File: config.mk
export PLATFORM = sky130hd
export DESIGN_NAME = crpc_top
export DESIGN_NICKNAME = d
export VERILOG_FILES = /design/src/common/crpc_pkg.sv /design/src/hdl/crpc_clk_div.sv /design/src/hdl/crpc_top.sv
export VERILOG_INCLUDE_DIRS = /design/src /design/src/common
export SDC_FILE = /design/constraint.sdc
export NUM_CORES = 1
export LEC_CHECK = 0
export ABC_CLOCK_PERIOD_IN_PS = 1900
export BUFFER_PORTS_ARGS = -buffer_cell sky130_fd_sc_hd__buf_2
export CAP_MARGIN = 20
export CORE_UTILIZATION = 46
export CTS_CLUSTER_SIZE = 25
export DETAILED_ROUTE_END_ITERATION = 10
export PLACE_DENSITY_LB_ADDON = 0.08
export SYNTH_ARGS = -nofsm -noshare
export SYNTH_HDL_FRONTEND = slang
export SYNTH_SLANG_ARGS = --single-unit
File: constraint.sdc
create_clock -name clk_in -period 1.9 [get_ports clk_in]
set_input_delay 0.285 -clock clk_in [delete_from_list [all_inputs] [get_ports clk_in]]
set_output_delay 0.285 -clock clk_in [all_outputs]
set_load 0.1 [all_outputs]
File: src/common/crpc_map.svh
// Register indices, field positions, reset values and timing counts.
`ifndef CRPC_MAP_SVH
`define CRPC_MAP_SVH

// Register indices; the byte address is four times the index.
`define CRPC_IDX_WDT_CTRL     10'h0d3
`define CRPC_IDX_CLK_CTRL     10'h0d4
`define CRPC_IDX_STOP_GUARD   10'h010
`define CRPC_IDX_STATUS       10'h011

// Clock control fields and reset value.
`define CRPC_CLK_WAKE_DIS_BIT 7
`define CRPC_CLK_DIV_HI       4
`define CRPC_CLK_DIV_LO       3
`define CRPC_CLK_WR_MASK      8'h98
`define CRPC_CLK_RESET        8'h00

// Watchdog timer control fields and reset value.
`define CRPC_WDT_RESET        8'h00
`define CRPC_WDT_WR_MASK      8'hfc
`define CRPC_WDT_DISABLE_KEY  4'ha
`define CRPC_WDT_REFRESH_BIT  1
`define CRPC_WDT_STAB_HI      3
`define CRPC_WDT_STAB_LO      2

// Stop guard key and default.
`define CRPC_STOP_KEY         8'ha5
`define CRPC_STOP_GUARD_RESET 8'h00

// Opcodes that enter the power-down modes.
`define CRPC_OP_STOP          8'h7f
`define CRPC_OP_IDLE          8'h6f

// Reset vector and oscillator stabilization counts in clk_in cycles.
`define CRPC_RESET_VECTOR     16'h0100
`define CRPC_STAB_CNT_0       13'd4096
`define CRPC_STAB_CNT_1       13'd1024
`define CRPC_STAB_CNT_2       13'd256
`define CRPC_STAB_CNT_3       13'd64

// Division ratios minus one for each divider code.
`define CRPC_DIV16_LIM        4'hf
`define CRPC_DIV8_LIM         4'h7
`define CRPC_DIV2_LIM         4'h1
`define CRPC_DIV1_LIM         4'h0

// Bus responses.
`define CRPC_RESP_OKAY        2'b00
`define CRPC_RESP_SLVERR      2'b10

`endif

File: src/common/crpc_pkg.sv
// Types shared by the clock, reset and power-down controller.
package crpc_pkg;

	typedef enum logic [2:0]
	{
		ST_RESET = 3'b000,
		ST_STAB  = 3'b001,
		ST_RUN   = 3'b010,
		ST_STOP  = 3'b011,
		ST_IDLE  = 3'b100
	} crpc_state_t;

	typedef logic [1:0] crpc_div_sel_t;

endpackage

File: src/hdl/crpc_clk_div.sv
// Oscillator divider that issues one CPU clock enable tick per period.
`timescale 1ns/1ns
`include "crpc_map.svh"

module crpc_clk_div
(
	// Clock and reset
	input  wire logic                   clk_in,
	input  wire logic                   rst_n_in,
	// Control
	input  wire logic                   run_in,
	input  wire crpc_pkg::crpc_div_sel_t div_sel_in,
	// Tick
	output logic                        tick_out
);

	logic [3:0] count;

	// ****************************************************************
	// Division ratio
	// ****************************************************************
	function automatic logic [3:0] div_limit(input logic [1:0] sel);
		case (sel)
			2'b00:   div_limit = `CRPC_DIV16_LIM;
			2'b01:   div_limit = `CRPC_DIV8_LIM;
			2'b10:   div_limit = `CRPC_DIV2_LIM;
			default: div_limit = `CRPC_DIV1_LIM;
		endcase
	endfunction

	// A new ratio takes effect at once in the limit compare, so no long period occurs
	// even if the counter already passed the new limit.
	always_ff @(posedge clk_in)
	begin
		if (!rst_n_in || !run_in)
			count <= 4'h0;
		else if (count >= div_limit(div_sel_in))
			count <= 4'h0;
		else
			count <= count + 4'h1;
	end

	always_ff @(posedge clk_in)
	begin
		if (!rst_n_in || !run_in)
			tick_out <= 1'b0;
		else
			tick_out <= (count >= div_limit(div_sel_in));
	end

endmodule

File: src/hdl/crpc_top.sv
// Clock divider, reset sequencing and power-down control with AXI4-Lite.
// Summary of operation
// - Clock control register readable and writable at D4H.
// - CPU clock is oscillator divided by 1/2/8/16.
// - Bit 7 gates interrupt wake-up from Stop.
// - Reset: wake-up enabled, divide by 16.
// - Power-on, pin, watchdog, low-voltage reset; option bit.
// - External reset pin synchronised before use.
// - Reset forces control registers to defaults.
// - Watchdog overflow without refresh causes reset.
// - Low supply holds static reset until cleared.
// - Upper nibble 1010B disables watchdog reset.
// - Reset disables interrupts, inputs, loads vector.
// - Fetch only after stabilization interval expires.
// - Opcode 7FH enters Stop; oscillator halts. Here 7FH enters Stop only while the stop guard holds A5H.
// - Pin release ends Stop with full reset.
// - Only filtered external interrupts end Stop.
// - Interrupt wake keeps registers; programmed stabilization.
// - Stop wake services interrupt, then resumes.
// - Opcode 6FH enters Idle; CPU clock gated.
// - Reset ends Idle with defaults, divide 16.
// - Any enabled interrupt ends Idle, then serviced.
//
// Register access over AXI4-Lite was chosen for this implementation.
`timescale 1ns/1ns
`include "crpc_map.svh"

module crpc_top
#(
	parameter int          IRQ_WIDTH      = 7,
	parameter int          WDT_OVF_CYCLES = 65536,
	parameter logic [15:0] ALT_VECTOR     = 16'h0000
)
(
	// Clock and reset
	input  wire logic                 clk_in,
	input  wire logic                 rst_n_in,
	// AXI4-Lite write address and data
	input  wire logic [11:0]          s_axi_awaddr_in,
	input  wire logic                 s_axi_awvalid_in,
	output logic                      s_axi_awready_out,
	input  wire logic [31:0]          s_axi_wdata_in,
	input  wire logic [3:0]           s_axi_wstrb_in,
	input  wire logic                 s_axi_wvalid_in,
	output logic                      s_axi_wready_out,
	// AXI4-Lite write response
	output logic [1:0]                s_axi_bresp_out,
	output logic                      s_axi_bvalid_out,
	input  wire logic                 s_axi_bready_in,
	// AXI4-Lite read
	input  wire logic [11:0]          s_axi_araddr_in,
	input  wire logic                 s_axi_arvalid_in,
	output logic                      s_axi_arready_out,
	output logic [31:0]               s_axi_rdata_out,
	output logic [1:0]                s_axi_rresp_out,
	output logic                      s_axi_rvalid_out,
	input  wire logic                 s_axi_rready_in,
	// Reset sources and option straps
	input  wire logic                 external_reset_pin_n_in,
	input  wire logic                 low_voltage_detector_in,
	input  wire logic                 opt_ext_reset_in,
	input  wire logic                 opt_alt_vector_in,
	// CPU and interrupt side
	input  wire logic                 cpu_exec_in,
	input  wire logic [7:0]           cpu_opcode_in,
	input  wire logic [IRQ_WIDTH-1:0] filtered_external_irqs_in,
	input  wire logic                 enabled_irq_in,
	// Clock, reset and mode outputs
	output logic                      cpu_clk_en_out,
	output logic                      periph_clk_en_out,
	output logic                      osc_run_out,
	output logic                      sys_reset_out,
	output logic                      irq_disable_out,
	output logic                      ports_input_out,
	output logic                      vector_fetch_out,
	output logic [15:0]               reset_vector_out,
	output logic                      irq_service_out
);

	crpc_pkg::crpc_state_t state;
	logic [7:0]  system_clock_control;
	logic [7:0]  watchdog_timer_control;
	logic [7:0]  stop_guard_register;
	logic        pin_meta;
	logic        pin_sync;
	logic        opt_ext;
	logic        opt_alt;
	logic [16:0] wdt_count;
	logic        wdt_ovf;
	logic        wdt_enabled;
	logic        pin_reset;
	logic        rst_req;
	logic        soft_reset;
	logic [12:0] stab_cnt;
	logic        from_stop;
	logic        div_tick;
	logic        stop_hit;
	logic        idle_hit;
	logic        stop_wake;
	logic        aw_held;
	logic        w_held;
	logic [9:0]  aw_idx;
	logic [31:0] w_data;
	logic [3:0]  w_strb;
	logic        do_write;

	// ****************************************************************
	// Reset sources
	// ****************************************************************
	// Straps are caught while the power-on reset is held.
	always_ff @(posedge clk_in)
	begin
		if (!rst_n_in)
		begin
			opt_ext <= opt_ext_reset_in;
			opt_alt <= opt_alt_vector_in;
		end
	end

	always_ff @(posedge clk_in)
	begin
		pin_meta <= external_reset_pin_n_in;
		pin_sync <= pin_meta;
	end

	assign pin_reset   = opt_ext && !pin_sync;
	assign wdt_enabled = watchdog_timer_control[7:4] !=
		`CRPC_WDT_DISABLE_KEY;
	assign wdt_ovf     = wdt_enabled &&
		(wdt_count == 17'(WDT_OVF_CYCLES - 1));
	assign rst_req     = pin_reset || low_voltage_detector_in || wdt_ovf;
	assign soft_reset  = !rst_n_in || rst_req || state == crpc_pkg::ST_RESET;

	// ****************************************************************
	// Watchdog counter
	// ****************************************************************
	always_ff @(posedge clk_in)
	begin
		if (soft_reset || !wdt_enabled)
			wdt_count <= 17'h00000;
		else if (do_write && aw_idx == `CRPC_IDX_WDT_CTRL && w_strb[0] &&
			w_data[`CRPC_WDT_REFRESH_BIT])
			wdt_count <= 17'h00000;
		else if (state != crpc_pkg::ST_STOP)
			wdt_count <= wdt_count + 17'h00001;
	end

	// ****************************************************************
	// Power sequencing state
	// ****************************************************************
	function automatic logic [12:0] stab_count(input logic [1:0] sel);
		case (sel)
			2'b00:   stab_count = `CRPC_STAB_CNT_0;
			2'b01:   stab_count = `CRPC_STAB_CNT_1;
			2'b10:   stab_count = `CRPC_STAB_CNT_2;
			default: stab_count = `CRPC_STAB_CNT_3;
		endcase
	endfunction

	assign stop_hit  = cpu_exec_in && cpu_opcode_in == `CRPC_OP_STOP &&
		stop_guard_register == `CRPC_STOP_KEY;
	assign idle_hit  = cpu_exec_in && cpu_opcode_in == `CRPC_OP_IDLE;
	assign stop_wake = (|filtered_external_irqs_in) &&
		!system_clock_control[`CRPC_CLK_WAKE_DIS_BIT];

	always_ff @(posedge clk_in)
	begin
		if (!rst_n_in || rst_req)
			state <= crpc_pkg::ST_RESET;
		else
			case (state)
				crpc_pkg::ST_RESET: state <= crpc_pkg::ST_STAB;
				crpc_pkg::ST_STAB:
					if (stab_cnt == 13'h0000)
						state <= crpc_pkg::ST_RUN;
				crpc_pkg::ST_RUN:
					if (stop_hit)
						state <= crpc_pkg::ST_STOP;
					else if (idle_hit)
						state <= crpc_pkg::ST_IDLE;
				crpc_pkg::ST_STOP:
					if (stop_wake)
						state <= crpc_pkg::ST_STAB;
				crpc_pkg::ST_IDLE:
					if (enabled_irq_in)
						state <= crpc_pkg::ST_RUN;
				default: state <= crpc_pkg::ST_RESET;
			endcase
	end

	// The interval is sampled from the control register every cycle
	// outside the wait, so a Stop wake uses the programmed value.
	always_ff @(posedge clk_in)
	begin
		if (state != crpc_pkg::ST_STAB)
			stab_cnt <= stab_count(watchdog_timer_control[
				`CRPC_WDT_STAB_HI:`CRPC_WDT_STAB_LO]);
		else if (stab_cnt != 13'h0000)
			stab_cnt <= stab_cnt - 13'h0001;
	end

	always_ff @(posedge clk_in)
	begin
		if (soft_reset)
			from_stop <= 1'b0;
		else if (state == crpc_pkg::ST_STOP)
			from_stop <= 1'b1;
		else if (state == crpc_pkg::ST_RUN)
			from_stop <= 1'b0;
	end

	// ****************************************************************
	// Clock divider
	// ****************************************************************
	crpc_clk_div u_div
	(
		.clk_in     (clk_in),
		.rst_n_in   (rst_n_in),
		.run_in     (state != crpc_pkg::ST_STOP),
		.div_sel_in (system_clock_control[
			`CRPC_CLK_DIV_HI:`CRPC_CLK_DIV_LO]),
		.tick_out   (div_tick)
	);

	// ****************************************************************
	// Outputs
	// ****************************************************************
	always_ff @(posedge clk_in)
	begin
		if (!rst_n_in)
		begin
			cpu_clk_en_out    <= 1'b0;
			periph_clk_en_out <= 1'b0;
			osc_run_out       <= 1'b1;
		end
		else
		begin
			cpu_clk_en_out    <= div_tick &&
				state == crpc_pkg::ST_RUN;
			periph_clk_en_out <= div_tick &&
				(state == crpc_pkg::ST_RUN || state == crpc_pkg::ST_IDLE);
			osc_run_out       <= state != crpc_pkg::ST_STOP;
		end
	end

	always_ff @(posedge clk_in)
	begin
		if (!rst_n_in || rst_req)
		begin
			sys_reset_out   <= 1'b1;
			irq_disable_out <= 1'b1;
			ports_input_out <= 1'b1;
		end
		else
		begin
			sys_reset_out   <= state == crpc_pkg::ST_RESET;
			irq_disable_out <= state == crpc_pkg::ST_RESET;
			ports_input_out <= state == crpc_pkg::ST_RESET;
		end
	end

	always_ff @(posedge clk_in)
	begin
		if (!rst_n_in)
		begin
			vector_fetch_out <= 1'b0;
			irq_service_out  <= 1'b0;
			reset_vector_out <= `CRPC_RESET_VECTOR;
		end
		else
		begin
			vector_fetch_out <= !rst_req && state == crpc_pkg::ST_STAB &&
				stab_cnt == 13'h0000 && !from_stop;
			irq_service_out  <= !rst_req &&
				((state == crpc_pkg::ST_STAB && stab_cnt == 13'h0000 &&
				from_stop) ||
				(state == crpc_pkg::ST_IDLE && enabled_irq_in));
			reset_vector_out <= opt_alt ? ALT_VECTOR :
				`CRPC_RESET_VECTOR;
		end
	end

	// ****************************************************************
	// Control registers
	// ****************************************************************
	assign do_write = aw_held && w_held && !s_axi_bvalid_out;

	always_ff @(posedge clk_in)
	begin
		if (soft_reset)
			system_clock_control <= `CRPC_CLK_RESET;
		else if (do_write && aw_idx == `CRPC_IDX_CLK_CTRL && w_strb[0])
			system_clock_control <= w_data[7:0] & `CRPC_CLK_WR_MASK;
	end

	always_ff @(posedge clk_in)
	begin
		if (soft_reset)
			watchdog_timer_control <= `CRPC_WDT_RESET;
		else if (do_write && aw_idx == `CRPC_IDX_WDT_CTRL && w_strb[0])
			watchdog_timer_control <= w_data[7:0] & `CRPC_WDT_WR_MASK;
	end

	always_ff @(posedge clk_in)
	begin
		if (soft_reset)
			stop_guard_register <= `CRPC_STOP_GUARD_RESET;
		else if (do_write && aw_idx == `CRPC_IDX_STOP_GUARD && w_strb[0])
			stop_guard_register <= w_data[7:0];
	end

	// ****************************************************************
	// AXI4-Lite slave
	// ****************************************************************
	function automatic logic known_idx(input logic [9:0] idx);
		known_idx = idx == `CRPC_IDX_CLK_CTRL || idx == `CRPC_IDX_WDT_CTRL ||
			idx == `CRPC_IDX_STOP_GUARD || idx == `CRPC_IDX_STATUS;
	endfunction

	always_ff @(posedge clk_in)
	begin
		if (!rst_n_in)
		begin
			aw_held           <= 1'b0;
			w_held            <= 1'b0;
			aw_idx            <= 10'h000;
			w_data            <= 32'h00000000;
			w_strb            <= 4'h0;
			s_axi_awready_out <= 1'b1;
			s_axi_wready_out  <= 1'b1;
			s_axi_bvalid_out  <= 1'b0;
			s_axi_bresp_out   <= `CRPC_RESP_OKAY;
		end
		else
		begin
			if (s_axi_awvalid_in && s_axi_awready_out)
			begin
				aw_held           <= 1'b1;
				aw_idx            <= s_axi_awaddr_in[11:2];
				s_axi_awready_out <= 1'b0;
			end
			if (s_axi_wvalid_in && s_axi_wready_out)
			begin
				w_held           <= 1'b1;
				w_data           <= s_axi_wdata_in;
				w_strb           <= s_axi_wstrb_in;
				s_axi_wready_out <= 1'b0;
			end
			if (do_write)
			begin
				s_axi_bvalid_out <= 1'b1;
				s_axi_bresp_out  <= known_idx(aw_idx) ?
					`CRPC_RESP_OKAY : `CRPC_RESP_SLVERR;
			end
			else if (s_axi_bvalid_out && s_axi_bready_in)
			begin
				s_axi_bvalid_out  <= 1'b0;
				aw_held           <= 1'b0;
				w_held            <= 1'b0;
				s_axi_awready_out <= 1'b1;
				s_axi_wready_out  <= 1'b1;
			end
		end
	end

	always_ff @(posedge clk_in)
	begin
		if (!rst_n_in)
		begin
			s_axi_arready_out <= 1'b1;
			s_axi_rvalid_out  <= 1'b0;
			s_axi_rdata_out   <= 32'h00000000;
			s_axi_rresp_out   <= `CRPC_RESP_OKAY;
		end
		else if (s_axi_arvalid_in && s_axi_arready_out)
		begin
			s_axi_arready_out <= 1'b0;
			s_axi_rvalid_out  <= 1'b1;
			s_axi_rresp_out   <= known_idx(s_axi_araddr_in[11:2]) ?
				`CRPC_RESP_OKAY : `CRPC_RESP_SLVERR;
			case (s_axi_araddr_in[11:2])
				`CRPC_IDX_CLK_CTRL:
					s_axi_rdata_out <= {24'h000000, system_clock_control};
				`CRPC_IDX_WDT_CTRL:
					s_axi_rdata_out <= {24'h000000, watchdog_timer_control};
				`CRPC_IDX_STOP_GUARD:
					s_axi_rdata_out <= {24'h000000, stop_guard_register};
				`CRPC_IDX_STATUS:
					s_axi_rdata_out <= {24'h000000, opt_ext, from_stop,
						wdt_enabled, 2'b00, state};
				default: s_axi_rdata_out <= 32'h00000000;
			endcase
		end
		else if (s_axi_rvalid_out && s_axi_rready_in)
		begin
			s_axi_rvalid_out  <= 1'b0;
			s_axi_arready_out <= 1'b1;
		end
	end
endmodule

After elaboration in Yosys (flattened, before gate mapping)
Index checks and enable logic that the tools add are counted.
{"block": "classes", "addsub": 3, "n_eq_ne": 27, "n_mux": 35, "order_cmp": 1, "reduce_logical": 64}
{"op": "equality test 10 x 5 -> 1 bit, second input constant", "n": 4}
{"op": "equality test 10 x 8 -> 1 bit, second input constant", "n": 4}
{"op": "one-hot mux 13 bit (3 select lines)", "n": 1}
{"op": "one-hot mux 8 bit (4 select lines)", "n": 1}
{"op": "logical AND 1 bit", "n": 29}
{"op": "2-to-1 mux 13 bit", "n": 2}
{"op": "2-to-1 mux 1 bit", "n": 20}
{"op": "adder 17 x 1 -> 17 bit, second input constant", "n": 1}
{"op": "equality test 17 x 16 -> 1 bit, second input constant", "n": 1}
{"op": "equality test 8 x 7 -> 1 bit, second input constant", "n": 2}
{"op": "2-to-1 mux 3 bit", "n": 5}
{"op": "one-hot mux 3 bit (5 select lines)", "n": 1}
{"op": "logical OR 1 bit", "n": 14}
{"op": "zero test 13 bit", "n": 1}
{"op": "nonzero test 13 bit", "n": 1}
{"op": "subtractor 13 x 1 -> 13 bit, second input constant", "n": 1}
{"op": "one-hot mux 4 bit (3 select lines)", "n": 1}
{"op": "2-to-1 mux 9 bit", "n": 1}
{"op": "equality test 8 bit, second input constant", "n": 1}
{"op": "zero test 1 bit", "n": 8}
{"op": "nonzero test 2 bit", "n": 4}
{"op": "OR reduction 7 bit", "n": 1}
{"op": "equality test 3 x 2 -> 1 bit, second input constant", "n": 2}
{"op": "inequality test 2 bit, second input constant", "n": 3}
{"op": "other kinds (16)", "n": 21}
{"block": "word_totals", "ff_bits": 144, "out_inout_bits": 65}

Longest topological paths before layout
{"block": "depth", "word_depth": 8, "ltp_mapped": 9, "ltp_nobuf": 8}

Cells and area by module
A second synthesis with hierarchy kept.
{"block": "hier_totals", "hier_cells": 550, "hier_area_um2": 4968.5}
{"mod": "crpc_top", "area_per_inst_um2": 4698.3, "cells_per_inst": 522, "seq_area_each_um2": 2112.0, "n_inst": 1}
{"mod": "crpc_clk_div", "area_per_inst_um2": 270.3, "cells_per_inst": 28, "seq_area_each_um2": 100.1, "n_inst": 1}

Worst setup path before layout
Ideal clock, no wire load.
{"block": "synth_path", "path_kind": "register to register", "from": "register s_axi_bvalid_out", "to": "register wdt_count[0]", "required_time_ns": 1.836, "setup_time_ns": 0.064, "path_stages_with_launch": 8, "t_arrival_ns": 2.319, "setup_slack_ns": -0.483, "n_path_buf": 2, "path_cell_list": "dfxtp_1 -> and3b_1 -> nand3_1 -> nor2_1 -> a2111o_1 -> buf_2 -> buf_2 -> nor2_1"}
{"block": "synth_between", "elab_chain_cells": 6}
{"element": "start, declared", "line": "crpc_top.sv:48", "text": "output logic s_axi_bvalid_out,"}
{"element": "start signal, assigned", "line": "crpc_top.sv:331", "text": "s_axi_bvalid_out <= 1'b0;"}
{"element": "start signal, assigned", "line": "crpc_top.sv:351", "text": "s_axi_bvalid_out <= 1'b1;"}
{"element": "start signal, assigned", "line": "crpc_top.sv:357", "text": "s_axi_bvalid_out <= 1'b0;"}
{"element": "zero test 1 bit", "line": "crpc_top.sv:286", "text": "assign do_write = aw_held && w_held && !s_axi_bvalid_out;"}
{"element": "logical AND 1 bit", "line": "crpc_top.sv:286"}
{"element": "logical AND 1 bit (no source line)"}
{"element": "logical AND 1 bit (2 in series)", "line": "crpc_top.sv:141", "text": "else if (do_write && aw_idx == `CRPC_IDX_WDT_CTRL && w_strb[0] &&"}
{"element": "OR reduction 2 bit (no source line)"}
{"element": "end signal, assigned", "line": "crpc_top.sv:145", "text": "wdt_count <= wdt_count + 17'h00001;"}
{"element": "end, declared", "line": "crpc_top.sv:88", "text": "logic [16:0] wdt_count;"}
Every way passes these cells.
A chain may end at the register's enable or synchronous reset.

Worst setup path in the final report
{"block": "layout_path", "from": "register stab_cnt[3]", "to": "register stab_cnt[11] (data pin)"}
{"block": "layout_between", "elab_chain_cells": 3}
{"element": "start, declared", "line": "crpc_top.sv:94", "text": "logic [12:0] stab_cnt;"}
{"element": "start signal, assigned", "line": "crpc_top.sv:196", "text": "stab_cnt <= stab_count(watchdog_timer_control["}
{"element": "start signal, assigned", "line": "crpc_top.sv:199", "text": "stab_cnt <= stab_cnt - 13'h0001;"}
{"element": "subtractor 13 x 1 -> 13 bit", "line": "crpc_top.sv:199"}
{"element": "2-to-1 mux 13 bit", "line": "crpc_top.sv:198", "text": "else if (stab_cnt != 13'h0000)"}
{"element": "2-to-1 mux 13 bit", "line": "crpc_top.sv:195", "text": "if (state != crpc_pkg::ST_STAB)"}
Every way passes these cells. The select of a mux whose other input is x is not followed.

==> results by group <==
Run status
  • Status: finished with violations
  • Failing checks: negative setup slack

Layout
  • Post-layout util: 0.5661
  • Area grow syn2layout: 20.16%
  • Number of antenna repair diodes: 0
  • Fin cells: 818
  • Ratio of cells with drive above 1 in the final layout: 0.2317
  • Final nets: 774

CTS
  • CTS buffer count: 9
  • Reg clk slew, reported paths: 0.09 ns
  • Root Driver: clkbuf_8
  • Longest Clk Path Bufs: 2
  • Clock Sinks: 103
  • H-tree Lvls: 3
  • Worst-Skew Late Latency: 0.37 ns
  • CTS tree: done

STA
  • Final hold vios: 0
  • Relative slew margins: 0.6614
  • Fin Clk Skew: 0.008018 ns
  • Slack of the critical path: -0.1148 ns
  • # setup viols final: 4
  • Worst Tran Pin Value: 0.5011 ns
  • Fmax: 496.3 MHz
  • Setup TNS Final: -0.2463 ns
  • Slew Limit Fails: 0
  • RSZ-0062 raised after global routing: true
  • Fin crit share: 1.060
  • Min Tclk post-route: 2.015 ns

Min path
  • Hold depth: 1
  • Hold Crit Class: input port to register

Synthesis
  • Sequential share of the synthesized area: 0.4568
  • Syn. warnings: 0
  • FFs w/ async S/R, synth: 0
  • Distinct cell type count after synthesis: 52
  • Syn Area/Cell: 8.495 um^2
  • Synth Cell Area: 0.004842 mm^2
  • #FFs+latches synth: 103
  • Mapped Cells: 570
  • Number of flops mapped to enable cells by yosys: 15
  • Primary FF master, synth: dfxtp_1

Drt
  • 1st-pass router iterations: 4
  • # DRC: 0
  • Routed vias: 4,072
  • Iter 0 DRT Violations: 186
  • Drt wl/cell: 12.95 um
  • Final ANT Viol Nets: 0
  • Routed vias/inst: 4.978
  • Routed WL: 10,590 um

Critical path
  • Type of the worst setup path: register to register
  • Crit start category: register
  • Slowest CP cell: or4_4
  • Largest stage delay, worst path: 0.55 ns
  • Crit-path cells: or4_4, or4_4, nor4_4, xnor2_1, nor2_1
  • Crit path DAT: 2.14 ns
  • Reg2Reg Depth: 5
  • Most frequent CP cell: or4_4
  • CP Max Fanout: 4
  • CP required: 2.03 ns
  • CP endpoint kind: register

Global route
  • Largest net degree at the start of global routing: 27
  • Total track usage: 0.2021
  • Number of global-route vias before repair: 3,696
  • Initial antenna violation count: 0
  • First-pass GRT wire length: 17,530 um
  • Overflow after GRT: 0

Placement
  • RD Place Congestion: 0.8352
  • Placed Cells: 799
  • HPWL Detailed: 8133 um
  • PortBufs: 80

Die
  • Area of the die: 0.01094 mm^2
  • Die X: 104.6 um
  • DIE HEIGHT: 104.6 um
  • Rows: 37
  • Num ports: 153
  • Placeable core area: 0.01028 mm^2
  • Starting density of the core: 0.4711

Power and ir drop
  • Worst VDD drop: 0.0005023 V
  • Lkg Pwr: 2.338 nW
  • Tot Pwr: 4.985 mW
  • Power per standard cell area: 856.7 mW/mm^2

Run
  • Max cap viols: 0
==> final timing paths <==
check                                to  slack, ns                 startpoint
min reg2reg            pin_sync$_DFF_P_       0.33           pin_meta$_DFF_P_
min                   opt_alt$_DFFE_PN_       0.09          opt_alt_vector_in
max          stab_cnt[11]$_SDFFCE_PP0P_      -0.11  stab_cnt[3]$_SDFFCE_PP0P_
max reg2reg  stab_cnt[11]$_SDFFCE_PP0P_      -0.11  stab_cnt[3]$_SDFFCE_PP0P_
==> state kept, by name, summed over array words and instances (netlist names), 3 cells and up <==
register / cells
wdt_count: 17
stab_cnt: 13
aw_idx: 10
s_axi_rdata_out: 8
stop_guard_register: 8
w_data: 8
watchdog_timer_control: 6
u_div.count: 4
state: 3
system_clock_control: 3
==> power by group <==
| group | switching [mW] | total (mW) | internal (mW) | leakage [nW] |
|---|---|---|---|---|
| Clock | 0.749 | 1.44 | 0.691 | 0.108 |
| Sequential | 0.0710 | 2.38 | 2.30 | 0.891 |
| Combinational | 0.797 | 1.17 | 0.372 | 1.34 |
| Total | 1.62 | 4.98 | 3.37 | 2.34 |
==> kinds of logic (layout without fill, tap and decap cells) <==
| kind of cell | Yosys count | in the layout | share of synthesized area |
|---|---|---|---|
| adder cells (fa/ha/maj) | 9 | 9 | 0.02326 |
| buffers and inverters | 78 | 150 | 0.09457 |
| AND/OR/NAND/NOR | 230 | 230 | 0.2305 |
| XOR/XNOR | 23 | 23 | 0.04160 |
| multiplexers | 6 | 6 | 0.01240 |
| AO/OA/AOI/OAI | 120 | 120 | 0.1401 |
| flip-flops | 103 | 103 | 0.4568 |
| other | 1 | 41 | 0.0007745 |
==> Yosys cell counts (all sizes together), types with 13 or more instances <==
library cell / n / area (um^2)
a21oi: 59 / 295.3
buf: 46 / 337.8
clkbuf: 17 / 63.81
dfxtp: 88 / 1762
edfxtp: 15 / 450.4
inv: 15 / 56.30
nand2: 86 / 322.8
nand3: 13 / 65.06
nor2: 56 / 210.2
o21ai: 34 / 170.2
xnor2: 15 / 131.4
==> per-stage QoR <==
| step | instance area [um^2] | hold slack, ns | setup WS, ns |
|---|---|---|---|
| 2_1_floorplan | 5015 | 0.3096 | -0.09851 |
| 3_3_place_gp | 5490 | 0.3129 | -0.09325 |
| 3_5_place_dp | 5490 | 0.3147 | -0.1371 |
| 4_1_cts | 5737 | 0.06708 | -0.1286 |
| 5_1_grt | 5818 | 0.06316 | -0.1992 |
| 6_report | 5818 | 0.08514 | -0.1148 |
==> worst max-delay path: cells and delay by family, from the launching register on <==
| kind | cells | cell delay [ns] |
|---|---|---|
| simple gates | 4 | 1.24 |
| flops | 1 | 0.41 |
| xor+xnor | 1 | 0.14 |
==> cell usage in the layout (no fill, tap or decap), drive strengths merged, types with 13 or more instances in the layout <==
master  netlist  layout
conb          1      41
nand3        13      13
o21ai        34      34
nor2         56      56
buf          46     118
inv          15      16
xnor2        15      15
dfxtp        88      88
nand2        86      86
a21oi        59      59
edfxtp       15      15
==> per-layer routing <==
metal,share of wire,global-route usage
met1,0.45,0.2550
met4,0.013,0.06237
met2,0.48,0.3363
met5,0,0
met3,0.051,0.05490
==> cell type report <==
| class | count | area, um^2 |
|---|---|---|
| Fill cell | 955 | 4459 |
| Multi-Input combinational cell | 429 | 2426 |
| Sequential cell | 103 | 2218 |
| Timing Repair Buffer | 119 | 733.2 |
| Tap cell | 136 | 170.2 |
| Clock buffer | 10 | 148.9 |
| Clock inverter | 6 | 65.06 |
| Inverter | 15 | 56.30 |
==> what timing repair did <==
item	CTS	global route
pin swaps	0	4
hold buffers	1	0
hold endpoints to repair	1	0
gates resized for setup	4	14
buffers inserted	1	1
endpoints found under the setup margin	21	40
Power figures use the tool's default switching activity.
